===== src/design/irs_pkg.sv =====
// Package for the ingress retry event select block.
// Holds event codes, sub-select layout, queue masks and widths shared by all files.
package irs_pkg;

    localparam int unsigned IRS_CODE_W   = 8;
    localparam int unsigned IRS_SUB_W    = 8;
    localparam int unsigned IRS_CNT_W    = 48;
    localparam int unsigned IRS_OCC_W    = 7;
    localparam int unsigned IRS_NUM_CTR  = 4;

    localparam int unsigned IRS_SUB_LSB  = 8;
    localparam int unsigned IRS_SUB_MSB  = 15;

    localparam logic [7:0] IRS_EV_FILL_LEVEL    = 8'h11;
    localparam logic [7:0] IRS_EV_PRQ_REJ_C0    = 8'h20;
    localparam logic [7:0] IRS_EV_PRQ_REJ_C1    = 8'h21;
    localparam logic [7:0] IRS_EV_RRQ_REJ_C0    = 8'h26;
    localparam logic [7:0] IRS_EV_RRQ_REJ_C1    = 8'h27;
    localparam logic [7:0] IRS_EV_REQGRP_C0     = 8'h2A;
    localparam logic [7:0] IRS_EV_REQGRP_C1     = 8'h2B;
    localparam logic [7:0] IRS_EV_REPEAT_C0     = 8'h2E;
    localparam logic [7:0] IRS_EV_REPEAT_C1     = 8'h2F;

    // Occupancy queue-select bit positions within the sub-select byte
    localparam int unsigned IRS_OCC_REQ_BIT     = 0;
    localparam int unsigned IRS_OCC_REQREJ_BIT  = 1;
    localparam int unsigned IRS_OCC_PROBE_BIT   = 2;
    localparam int unsigned IRS_OCC_RRESP_BIT   = 6;
    localparam int unsigned IRS_OCC_WB_BIT      = 7;

    localparam logic [IRS_CNT_W-1:0] IRS_CNT_RST = 48'h0;
    localparam logic [7:0]           IRS_SEL_RST = 8'h00;

    // Counter control word as programmed by software
    typedef struct packed {
        logic [IRS_CODE_W-1:0] code;
        logic [IRS_SUB_W-1:0]  sub_sel;
    } irs_ctl_t;

    // Per-cycle cause vector of one queue, bit i = sub-select bit i
    typedef struct packed {
        logic [IRS_SUB_W-1:0] class1;
        logic [IRS_SUB_W-1:0] class0;
    } irs_cause_t;

    // Valid entry counts of the ingress queues
    typedef struct packed {
        logic [IRS_OCC_W-1:0] req;
        logic [IRS_OCC_W-1:0] req_rej;
        logic [IRS_OCC_W-1:0] probe;
        logic [IRS_OCC_W-1:0] rresp;
        logic [IRS_OCC_W-1:0] wb;
    } irs_occ_t;

    typedef enum logic [1:0] {
        IRS_MODE_IDLE  = 2'b00,
        IRS_MODE_FILL  = 2'b01,
        IRS_MODE_CAUSE = 2'b10
    } irs_mode_t;

endpackage : irs_pkg


===== src/design/irs_event_select.sv =====
// Ingress and retry event selection with a bank of event counters.
// Assumes queue conditions come from logic on core_clk, registered; control is static
// while counting or changes take effect on the next cycle.
//
// Functional notes
// - With the fill-level event chosen, each cycle adds the valid entries of the selected ingress queues.
// - Only counter zero implements the fill-level event; others count nothing for it.
// - Sub-select bits 15:8 are a queue mask: bit 0 request, bit 1 rejected request, bit 2 probe, bit 6 remote response, bit 7 writeback.
// - Codes 2E/2F count retry-queue inserts of entries already in another retry queue, by next reject reason.
// - Class-0 sub-select bits 0..7 are the six vnet0 message classes, then non-link ack, then non-link inval.
// - Class-1 sub-select bits 0..7 are any, home agent, cache evict, filter evict, victim, way, snoop, address.
// - Codes 20/21 count probe-request-queue rejects by class-0 and class-1 causes.
// - Codes 2A/2B count retries of request, probe-request, probe, remote-response and writeback queues only.
// - Codes 26/27 count remote-response-queue retries by class-0 and class-1 causes.
//
// Counters wrap at full width with no overflow flag; software reads and clears them in time.
// The response-side retry input is wired in for uniformity but no event counts it.
`timescale 1ns/100ps
module irs_event_select
    import irs_pkg::*;
#(
    parameter int unsigned NUM_CTR = IRS_NUM_CTR,
    parameter int unsigned CNT_W   = IRS_CNT_W
)
(
    input  wire logic                           core_clk,
    input  wire logic                           rst_n,
    input  wire logic                           clk_en,
    input  wire irs_pkg::irs_ctl_t [NUM_CTR-1:0] ctr_ctl,
    input  wire logic [NUM_CTR-1:0]             ctr_enable,
    input  wire logic [NUM_CTR-1:0]             ctr_clear,
    input  wire irs_pkg::irs_occ_t              queue_fill,
    input  wire irs_pkg::irs_cause_t            probe_req_reject,
    input  wire irs_pkg::irs_cause_t            remote_resp_retry,
    input  wire irs_pkg::irs_cause_t            request_queue_retry,
    input  wire irs_pkg::irs_cause_t            probe_queue_retry,
    input  wire irs_pkg::irs_cause_t            writeback_queue_retry,
    input  wire irs_pkg::irs_cause_t            probe_req_retry,
    input  wire irs_pkg::irs_cause_t            response_queue_retry,
    input  wire irs_pkg::irs_cause_t            repeat_retry,
    output logic [NUM_CTR-1:0][CNT_W-1:0]       ctr_value,
    output logic [NUM_CTR-1:0]                  ctr_active,
    output logic                                fill_mix_error
);
    import irs_pkg::*;

    ////////////////////////////////////////////////////////////////////////////
    // Decoding helpers

    // Unknown codes count nothing rather than aliasing onto a known event
    function automatic irs_mode_t mode_of(input logic [IRS_CODE_W-1:0] code, input int unsigned idx);
        case (code)
            IRS_EV_FILL_LEVEL: mode_of = (idx == 0) ? IRS_MODE_FILL : IRS_MODE_IDLE;
            IRS_EV_PRQ_REJ_C0, IRS_EV_PRQ_REJ_C1,
            IRS_EV_RRQ_REJ_C0, IRS_EV_RRQ_REJ_C1,
            IRS_EV_REQGRP_C0,  IRS_EV_REQGRP_C1,
            IRS_EV_REPEAT_C0,  IRS_EV_REPEAT_C1: mode_of = IRS_MODE_CAUSE;
            default: mode_of = IRS_MODE_IDLE;
        endcase
    endfunction : mode_of

    // Odd codes pick the class-1 cause vector, even ones class 0
    function automatic logic [IRS_SUB_W-1:0] cls(input irs_cause_t c, input logic odd);
        cls = odd ? c.class1 : c.class0;
    endfunction : cls

    // Single hit per cycle however many causes match
    function automatic logic hit(input logic [IRS_SUB_W-1:0] causes, input logic [IRS_SUB_W-1:0] sel);
        hit = |(causes & sel);
    endfunction : hit

    ////////////////////////////////////////////////////////////////////////////
    // Registered queue inputs
    // One stage here keeps the cause OR trees off the counter adder path

    irs_occ_t   fill_q;
    irs_cause_t prq_rej_q;
    irs_cause_t rrq_q;
    irs_cause_t grp_q;
    irs_cause_t rep_q;

    // Response-side queue retries are deliberately left out of the group
    irs_cause_t grp_d;
    always_comb begin
        grp_d = request_queue_retry
              | probe_req_retry
              | probe_queue_retry
              | remote_resp_retry
              | writeback_queue_retry;
    end

    always_ff @(posedge core_clk or negedge rst_n) begin
        if (!rst_n) begin
            fill_q    <= '0;
            prq_rej_q <= '0;
            rrq_q     <= '0;
            grp_q     <= '0;
            rep_q     <= '0;
        end else if (clk_en) begin
            fill_q    <= queue_fill;
            prq_rej_q <= probe_req_reject;
            rrq_q     <= remote_resp_retry;
            grp_q     <= grp_d;
            rep_q     <= repeat_retry;
        end
    end

    ////////////////////////////////////////////////////////////////////////////
    // Fill-level sum for counter zero
    // Only counter zero gets the adder; the others could never use it

    logic [IRS_OCC_W+2:0] fill_sum;

    irs_fill_sum u_fill_sum (
        .queue_mask (ctr_ctl[0].sub_sel),
        .occ        (fill_q),
        .fill_sum   (fill_sum)
    );

    // Flag an unsupported mix of the rejected-request bit with other bits
    // The mixed mask still counts; the flag only warns that the sum means little
    logic fill_mix_d;
    always_comb begin
        fill_mix_d = (ctr_ctl[0].code == IRS_EV_FILL_LEVEL)
                   && ctr_ctl[0].sub_sel[IRS_OCC_REQREJ_BIT]
                   && ((ctr_ctl[0].sub_sel & ~(8'h01 << IRS_OCC_REQREJ_BIT)) != 8'h00);
    end

    always_ff @(posedge core_clk or negedge rst_n) begin
        if (!rst_n) begin
            fill_mix_error <= 1'b0;
        end else if (clk_en) begin
            fill_mix_error <= fill_mix_d;
        end
    end

    ////////////////////////////////////////////////////////////////////////////
    // Per-counter decode

    irs_mode_t                         mode_d [NUM_CTR];
    logic [NUM_CTR-1:0][IRS_SUB_W-1:0] cause_d;

    // Decoded once and shared by the adder and the active flags
    always_comb begin
        for (int i = 0; i < NUM_CTR; i++) begin
            mode_d[i] = mode_of(ctr_ctl[i].code, i);
        end
    end

    // Cause vector of the watched queue, class picked by the code's low bit
    always_comb begin
        for (int i = 0; i < NUM_CTR; i++) begin
            logic odd;
            odd        = ctr_ctl[i].code[0];
            cause_d[i] = '0;
            case (ctr_ctl[i].code & 8'hFE)
                IRS_EV_PRQ_REJ_C0: cause_d[i] = cls(prq_rej_q, odd);
                IRS_EV_RRQ_REJ_C0: cause_d[i] = cls(rrq_q, odd);
                IRS_EV_REQGRP_C0:  cause_d[i] = cls(grp_q, odd);
                IRS_EV_REPEAT_C0:  cause_d[i] = cls(rep_q, odd);
                default:           cause_d[i] = '0;
            endcase
        end
    end

    ////////////////////////////////////////////////////////////////////////////
    // Counter bank

    logic [NUM_CTR-1:0][CNT_W-1:0] inc_d;

    // Fill level adds a whole count, a cause event at most one
    always_comb begin
        for (int i = 0; i < NUM_CTR; i++) begin
            case (mode_d[i])
                IRS_MODE_FILL:  inc_d[i] = CNT_W'(fill_sum);
                IRS_MODE_CAUSE: inc_d[i] = CNT_W'(hit(cause_d[i], ctr_ctl[i].sub_sel));
                default:        inc_d[i] = '0;
            endcase
        end
    end

    // Clear beats a same-cycle increment so a cleared counter always reads zero
    always_ff @(posedge core_clk or negedge rst_n) begin
        if (!rst_n) begin
            for (int i = 0; i < NUM_CTR; i++) begin
                ctr_value[i] <= CNT_W'(IRS_CNT_RST);
            end
        end else if (clk_en) begin
            for (int i = 0; i < NUM_CTR; i++) begin
                if (ctr_clear[i]) begin
                    ctr_value[i] <= CNT_W'(IRS_CNT_RST);
                end else if (ctr_enable[i]) begin
                    ctr_value[i] <= ctr_value[i] + inc_d[i];
                end
            end
        end
    end

    // Shows which enabled counters hold an event they can really count
    always_ff @(posedge core_clk or negedge rst_n) begin
        if (!rst_n) begin
            ctr_active <= '0;
        end else if (clk_en) begin
            for (int i = 0; i < NUM_CTR; i++) begin
                ctr_active[i] <= ctr_enable[i] && (mode_d[i] != IRS_MODE_IDLE);
            end
        end
    end

endmodule : irs_event_select


===== src/design/irs_fill_sum.sv =====
// Adds the entry counts of the ingress queues chosen by a queue mask.
// Assumes counts are registered in the same clock domain; result is combinational.
`timescale 1ns/100ps
module irs_fill_sum
    import irs_pkg::*;
(
    input  wire logic [IRS_SUB_W-1:0] queue_mask,
    input  wire irs_occ_t             occ,
    output logic [IRS_OCC_W+2:0]      fill_sum
);

    localparam int unsigned SW = IRS_OCC_W + 3;

    function automatic logic [SW-1:0] pick(input logic en, input logic [IRS_OCC_W-1:0] n);
        pick = en ? {3'h0, n} : {SW{1'b0}};
    endfunction : pick

    always_comb begin
        fill_sum = pick(queue_mask[IRS_OCC_REQ_BIT], occ.req)
                 + pick(queue_mask[IRS_OCC_REQREJ_BIT], occ.req_rej)
                 + pick(queue_mask[IRS_OCC_PROBE_BIT], occ.probe)
                 + pick(queue_mask[IRS_OCC_RRESP_BIT], occ.rresp)
                 + pick(queue_mask[IRS_OCC_WB_BIT], occ.wb);
    end

endmodule : irs_fill_sum


===== config.mk =====
export PLATFORM = sky130hd
export DESIGN_NAME = irs_event_select
export DESIGN_NICKNAME = d
export VERILOG_FILES = /design/src/design/irs_pkg.sv /design/src/design/irs_event_select.sv /design/src/design/irs_fill_sum.sv
export SDC_FILE = /design/constraint.sdc
export NUM_CORES = 1
export LEC_CHECK = 0
export ABC_CLOCK_PERIOD_IN_PS = 6300
export BUFFER_PORTS_ARGS = -buffer_cell sky130_fd_sc_hd__buf_2
export CAP_MARGIN = 20
export CORE_MARGIN = 1.5
export CORE_UTILIZATION = 50
export CTS_CLUSTER_SIZE = 10
export DETAILED_ROUTE_END_ITERATION = 6
export PLACE_DENSITY = 0.8
export SYNTH_ARGS = -nofsm -noshare
export SYNTH_HDL_FRONTEND = slang
export SYNTH_SLANG_ARGS = --single-unit
export TNS_END_PERCENT = 1

===== constraint.sdc =====
create_clock -name core_clk -period 6.3 [get_ports core_clk]
set_clock_uncertainty 0.05 [all_clocks]
set_input_delay 0 -clock core_clk [delete_from_list [all_inputs] [get_ports core_clk]]
set_output_delay 0 -clock core_clk [all_outputs]
set_load 0.05 [all_outputs]

# Word level (Yosys, flattened, before mapping)

Cells that the tools add are included.

Register bits after elaboration: 296
Input port bits: 238
Output and inout bits: 197
Word-level logic and storage cells: 160

Add/subtract/negate cells: 8
Equality and inequality tests: 57
Mux-type cells: 41
Bitwise logic cells: 8
Reduce and logical (&&, ||, !) cells: 27

Operators by type and width:

| kind                                                                  | number |
|---|---|
| 48-bit 2-to-1 mux                                                     | 8 |
| 8-bit by 6-bit equality test with 1-bit output, second input constant | 32 |
| 48-bit adder                                                          | 4 |
| 8-bit 2-to-1 mux                                                      | 16 |
| 8-bit case mux with 4 select lines                                    | 4 |
| 7-bit by 5-bit equality test with 1-bit output, second input constant | 16 |
| 10-bit case mux with 2 select lines                                   | 4 |
| 16-bit bitwise OR                                                     | 4 |
| 8-bit OR reduction                                                    | 8 |
| 10-bit adder                                                          | 4 |
| 7-bit 2-to-1 mux                                                      | 5 |
| 8-bit AND                                                             | 4 |
| 2-bit nonzero test                                                    | 8 |
| 2-bit by 1-bit equality test with 1-bit output, second input constant | 4 |
| 2-bit equality test, second input constant                            | 4 |
| 8-bit by 5-bit equality test with 1-bit output, second input constant | 1 |
| 2-bit AND reduction                                                   | 4 |
| 8-bit nonzero test                                                    | 1 |
| 1-bit logical AND                                                     | 6 |
| 2-bit 2-to-1 mux                                                      | 3 |
| 2-bit case mux with 2 select lines                                    | 1 |

# Longest topological paths before layout

Depth after elaboration: 9
Gate-level depth with buffers: 24
Gate-level depth less buffers: 22

# Hierarchy

Synthesis repeated with hierarchy kept, for this count alone.

Cell total of the unflattened synthesis: 1791
Area total of the unflattened synthesis: 17769.5 µm²

Modules (own cells, without submodules):

| module           | instances | cells each | area an instance (µm²) | sequential area each (µm²) |
|---|---|---|---|---|
| irs_event_select | 1         | 1673       | 16761.1                | 7407.1 |
| irs_fill_sum     | 1         | 118        | 1008.5                 | 0.0 |

# Worst setup path before layout

OpenSTA, ideal clock, no wires.

Path type: reg2reg
Start: register fill_q[2] (netlist bit)
End: register ctr_value[27] (netlist bit)
Setup time: 0.129 ns
Arrival: 4.981 ns
Data required time: 6.121 ns
Slack: 1.141 ns
Cell stages (with the launch flop): 21
Buffers on the path: 1
Period minus slack after synthesis: 5.159 ns
Cell sequence: dfrtp_1 -> and2_1 -> fa_1 -> fa_1 -> inv_1 -> fa_1 -> inv_1 -> ha_1 -> a21o_1 -> a21oi_1 -> o21ai_0 -> a2111o_1 -> nand3_1 -> nor3b_1 -> ha_1 -> a21o_1 -> and2_1 -> o2111ai_1 -> buf_2 -> a21boi_0 -> mux2i_1

Word-level cells in the longest chain between the ends: 6

Ends and longest elaborated chain:

| element                             | line                    | source |
|---|---|---|
| start, declared                     | irs_event_select.sv:76  | `irs_occ_t fill_q;` |
| start signal, assigned              | irs_event_select.sv:100 | `fill_q <= queue_fill;` |
| 7-bit 2-to-1 mux                    | irs_fill_sum.sv:15      | `pick = en ? {3'h0, n} : {SW{1'b0}};` |
| 10-bit adder                        | irs_fill_sum.sv:23      | `+ pick(queue_mask[IRS_OCC_WB_BIT], occ.wb);` |
| 10-bit case mux with 2 select lines | irs_event_select.sv:174 | `case (mode_d[i])` |
| 48-bit adder                        | irs_event_select.sv:193 | `ctr_value[i] <= ctr_value[i] + inc_d[i];` |
| 48-bit 2-to-1 mux                   | irs_event_select.sv:192 | `end else if (ctr_enable[i]) begin` |
| 48-bit 2-to-1 mux                   | irs_event_select.sv:190 | `if (ctr_clear[i]) begin` |
| end signal, assigned by index       | irs_event_select.sv:186 | `ctr_value[i] <= CNT_W'(IRS_CNT_RST);` |
| end signal, assigned by index       | irs_event_select.sv:191 | `ctr_value[i] <= CNT_W'(IRS_CNT_RST);` |
| end signal, assigned by index       | irs_event_select.sv:193 |  |
| end, declared                       | irs_event_select.sv:41  | `output logic [NUM_CTR-1:0][CNT_W-1:0] ctr_value,` |

No other way between the ends. The select of a mux whose other input is x is not followed.
A chain may end at the register's enable or synchronous reset.

# Worst setup path after layout

Start: register fill_q[3] (netlist bit)
End: register ctr_value[42] (netlist bit)

Same word-level chain as after synthesis.

==> results.ini <==
[setup_path]
endpoint_kind = flip-flop
cp_slowest_stage_delay_ns = 0.63
cp_common_cell = fa_1
critical_path.max_fanout = 23
setup.worst_path.class = flip-flop to flip-flop
reg2reg_setup_slack_ns = 0.30
worst-endpoint-required_ns = 6.71
crit_path_top_delay_cell = fa_1
setup.worst_path.start_class = flip-flop
critical_path_arrival_ns = 6.41
crit_chain = and2_1 -> fa_1 -> fa_1 -> inv_1 -> fa_1 -> inv_1 -> ha_1 -> nor2b_1 -> o21ai_0 -> a21oi_1 -> o21a_1 -> o21a_1 -> o211a_1 -> ha_1 -> nand2_1 -> o31a_1 -> buf_8 -> or4_1 -> a21oi_1

[layout]
layout.core_utilization_pct = 65.4
postLayoutCellArea_mm2 = 0.0227
synthToLayoutAreaGrowth_pct = 27.9
footprint_of_the_multi_input_gates_mm2 = 0.00974
n_fill_cell = 2711
final_layout_size_suffix_gt1_share_pct = 24.4
final_net_count = 2629
sequential_cell_area_mm2 = 0.00741

[worst_hold_path]
hp_class = primary input to asynchronous set/reset pin

[cts]
h_tree_levels = 2
path_clk_slew_ns = 0.05
clk_latency_ns = 0.55
cts-root-to-sink-buffers = 3
tritoncts.num_buffers = 36
tritoncts_sink_count = 296
root_buffer = clkbuf_16
tritoncts = yes

[logic_synthesis]
synth.avg_cell_area_um2 = 9.74
post_synth_instance_area_mm2 = 0.0177
synth-edff-count = 0
ys.flop_type = dfrtp_1
synth_top_area_share_pct = 41.8
register_area_share_after_synthesis_pct = 41.8
post_synth_arst_share_pct = 100
ys_top_cells_by_area = dfrtp_1 (42%), mux2i_1 (7.6%), mux2_2 (5.8%), nor2_1 (3.5%), xnor2_1 (2.9%)
nets_in_the_synthesized_netlist = 2109
synth.cells.most_frequent = dfrtp_1 (296), nor2_1 (164), mux2i_1 (134), nand2_1 (126), mux2_2 (92)
synth_most_common_cell = dfrtp_1
synthDistinctLibCells = 66
synth_top_cell_by_area = dfrtp_1
number_of_synthesized_register_bits = 296
synthesized_netlist_cell_count = 1821
ys_warn_count = 0

[routing]
met2WireLength_mm = 27.3
drt-wirelength-per-cell_um = 20.9
routed-via-count = 17146
drc = 0
ant_nets = 0
drt_pre_antenna_iters = 5
amount_of_wire_on_met3_after_detailed_routing_mm = 5.20
detail_route.vias_per_cell = 6.10
m1WireLength_mm = 23.2
route.top_layer_used = met4
initialDrtViolationCount = 1382
finalWirelength_mm = 58.9

[grt]
antenna_found_initial = 5
globalRoute.totalOverflow = 0
grt_start_max_net_pins = 173
grt_pass1_vias = 16945
groute.usage.overall_pct = 32.0
grt_first_pass_wirelength_mm = 91.9

[sta]
final_hold_viol_count = 0
whs_ns = 0.0293
slew_worst_pin_ns = 1.07
setup_viol = 0
fin_tns_setup_ns = 0
rsz_0062_raised_after_global_routing = no
period_minus_slack_ns = 6.00
max-slew-margin-rel_pct = 27.5
setup_slack_ns = 0.301
fin_crit_sh_pct = 95.2
slew_viol_final = 0
fmaxAchievable_mhz = 167

[pwr]
worst_ir_drop_vdd_mv = 0.192
clock_power_share_pct = 41.0
sequential_fraction_of_design_power_pct = 43.3
int_pwr_mw = 3.42
power_switching_mw = 1.27
power.density_cell_area_mw_per_mm2 = 207
power.leakage_nw = 10.6
power.combinational.fraction_pct = 15.7
swShare_pct = 27.2

[placement]
routability_cong = 0.959
placed_cell_area_mm2 = 0.0202
hpwl_mm = 39.4
dp_worst_setup_slack_ns = 0.404
port_buffer_cells = 418

[die]
chipHeight_um = 191
dieWidth_um = 191
initial_utilization_pct = 51.1
core_area_mm2 = 0.0347
rows = 68
die_area_mm2 = 0.0366
ioPinCount = 435

[job]
number_of_maximum_capacitance_constraint_violations = 0

[status]
status = finished, final reports clean

==> power by group through the flow <==
stage | combinational (mW) | clock (mW) | sequential, mW
finish | 0.735 | 1.92 | 2.03
global route | 0.796 | 2.03 | 2.04
CTS | 0.703 | 1.96 | 2.03
detailed placement | 0.633 | 0 | 2.06
global placement | 0.610 | 0 | 2.05
floorplan | 0.396 | 0 | 2.04
==> layout by cell type, fill, tap and decap left out, types with 11 or more instances in the layout <==
cell           instances
or4_1                 25
clkbuf_16             38
buf_4                 11
a22oi_1               16
or3_1                 31
nand2b_1              19
nand4_1               51
nand2_1              126
o21ai_0               61
and4_1                19
xnor2_1               58
and2_1                42
o22a_1                24
o31ai_1               15
dlygate4sd3_1        140
nor3_1                79
mux2i_1              134
xor2_1                53
inv_1                 64
mux2_2                92
fa_1                  21
a2111o_1              12
and3_1                26
ha_1                  29
a21oi_1               59
nor4_1                19
nor2_1               164
a31oi_1               23
o221ai_1              24
nand3_1               55
dfrtp_1              296
buf_2                416
==> sequential cells by signal (all words and copies together) (netlist names) <==
name / count
rep_q: 16
fill_q: 35
prq_rej_q: 16
grp_q: 16
rrq_q: 16
fill_mix_error: 1
ctr_active: 4
ctr_value: 192
==> what timing repair did <==
| item | 4_1_cts | 5_1_grt |
|---|---|---|
| hold buffers | 141 | 0 |
| resized for setup | 0 | 0 |
| setup buffers | 0 | 0 |
| endpoints found under the hold margin | 198 | 0 |
==> stage by stage <==
| step | instances | power (mW) |
|---|---|---|
| 2_1_floorplan | 1821 | 2.44 |
| 3_3_place_gp | 2615 | 2.66 |
| 3_5_place_dp | 2615 | 2.69 |
| 4_1_cts | 2806 | 4.68 |
| 5_1_grt | 2812 | 4.86 |
| 6_report | 2813 | 4.69 |
==> cell families after synthesis <==
family                     count (synthesis)  share of synthesized area [%]
adders and majority gates                 50                           4.42
DFF                                      296                           41.8
buffers and inverters                    155                           3.34
and+or+nand+nor                          689                           20.2
muxes                                    226                           13.4
xor gates and xnor gates                 111                           5.48
AOI/OAI and AO/OA                        294                           11.4
==> metal layers <==
metal	track usage [%]	up-vias
met2	50.3	859
li1	-	7680
met3	7.64	213
met1	40.0	8394
met4	18.9	0
met5	0	-
==> path summary, 6_finish.rpt <==
| path | start | end | cells past startpoint |
|---|---|---|---|
| worst max-delay path | fill_q[3]$_DFFE_PN0P_ | ctr_value[42]$_DFFE_PN0P_ | 19 |
| worst min-delay path | rst_n | rrq_q[7]$_DFFE_PN0P_ | 3 |
| worst max register to register | fill_q[3]$_DFFE_PN0P_ | ctr_value[42]$_DFFE_PN0P_ | 19 |
| worst min register to register | fill_q[23]$_DFFE_PN0P_ | fill_q[23]$_DFFE_PN0P_ | 1 |
| max in group asynchronous | rst_n | ctr_value[115]$_DFFE_PN0P_ | 3 |
| min in group core_clk | clk_en | ctr_active[3]$_DFFE_PN0P_ | 2 |
==> critical path, delay by kind of cell, from the launching register on <==
family	cells	cell delay, ns
flops	1	0.39
compound gates	7	1.54
simple gates	4	0.91
fa+ha+maj	5	2.61
buf+inv	3	0.39
==> layout make-up <==
cell class | instances | share of cell area (%)
timing repair buffer | 573 | 16.2
sequential | 296 | 32.6
multi-input combinational | 1370 | 42.9
antenna | 5 | 0.0552
tap | 455 | 2.51
clock buffer | 49 | 4.51
inverter | 64 | 1.06
clock inverter | 1 | 0.0717
(Power assumes the default switching activity.)
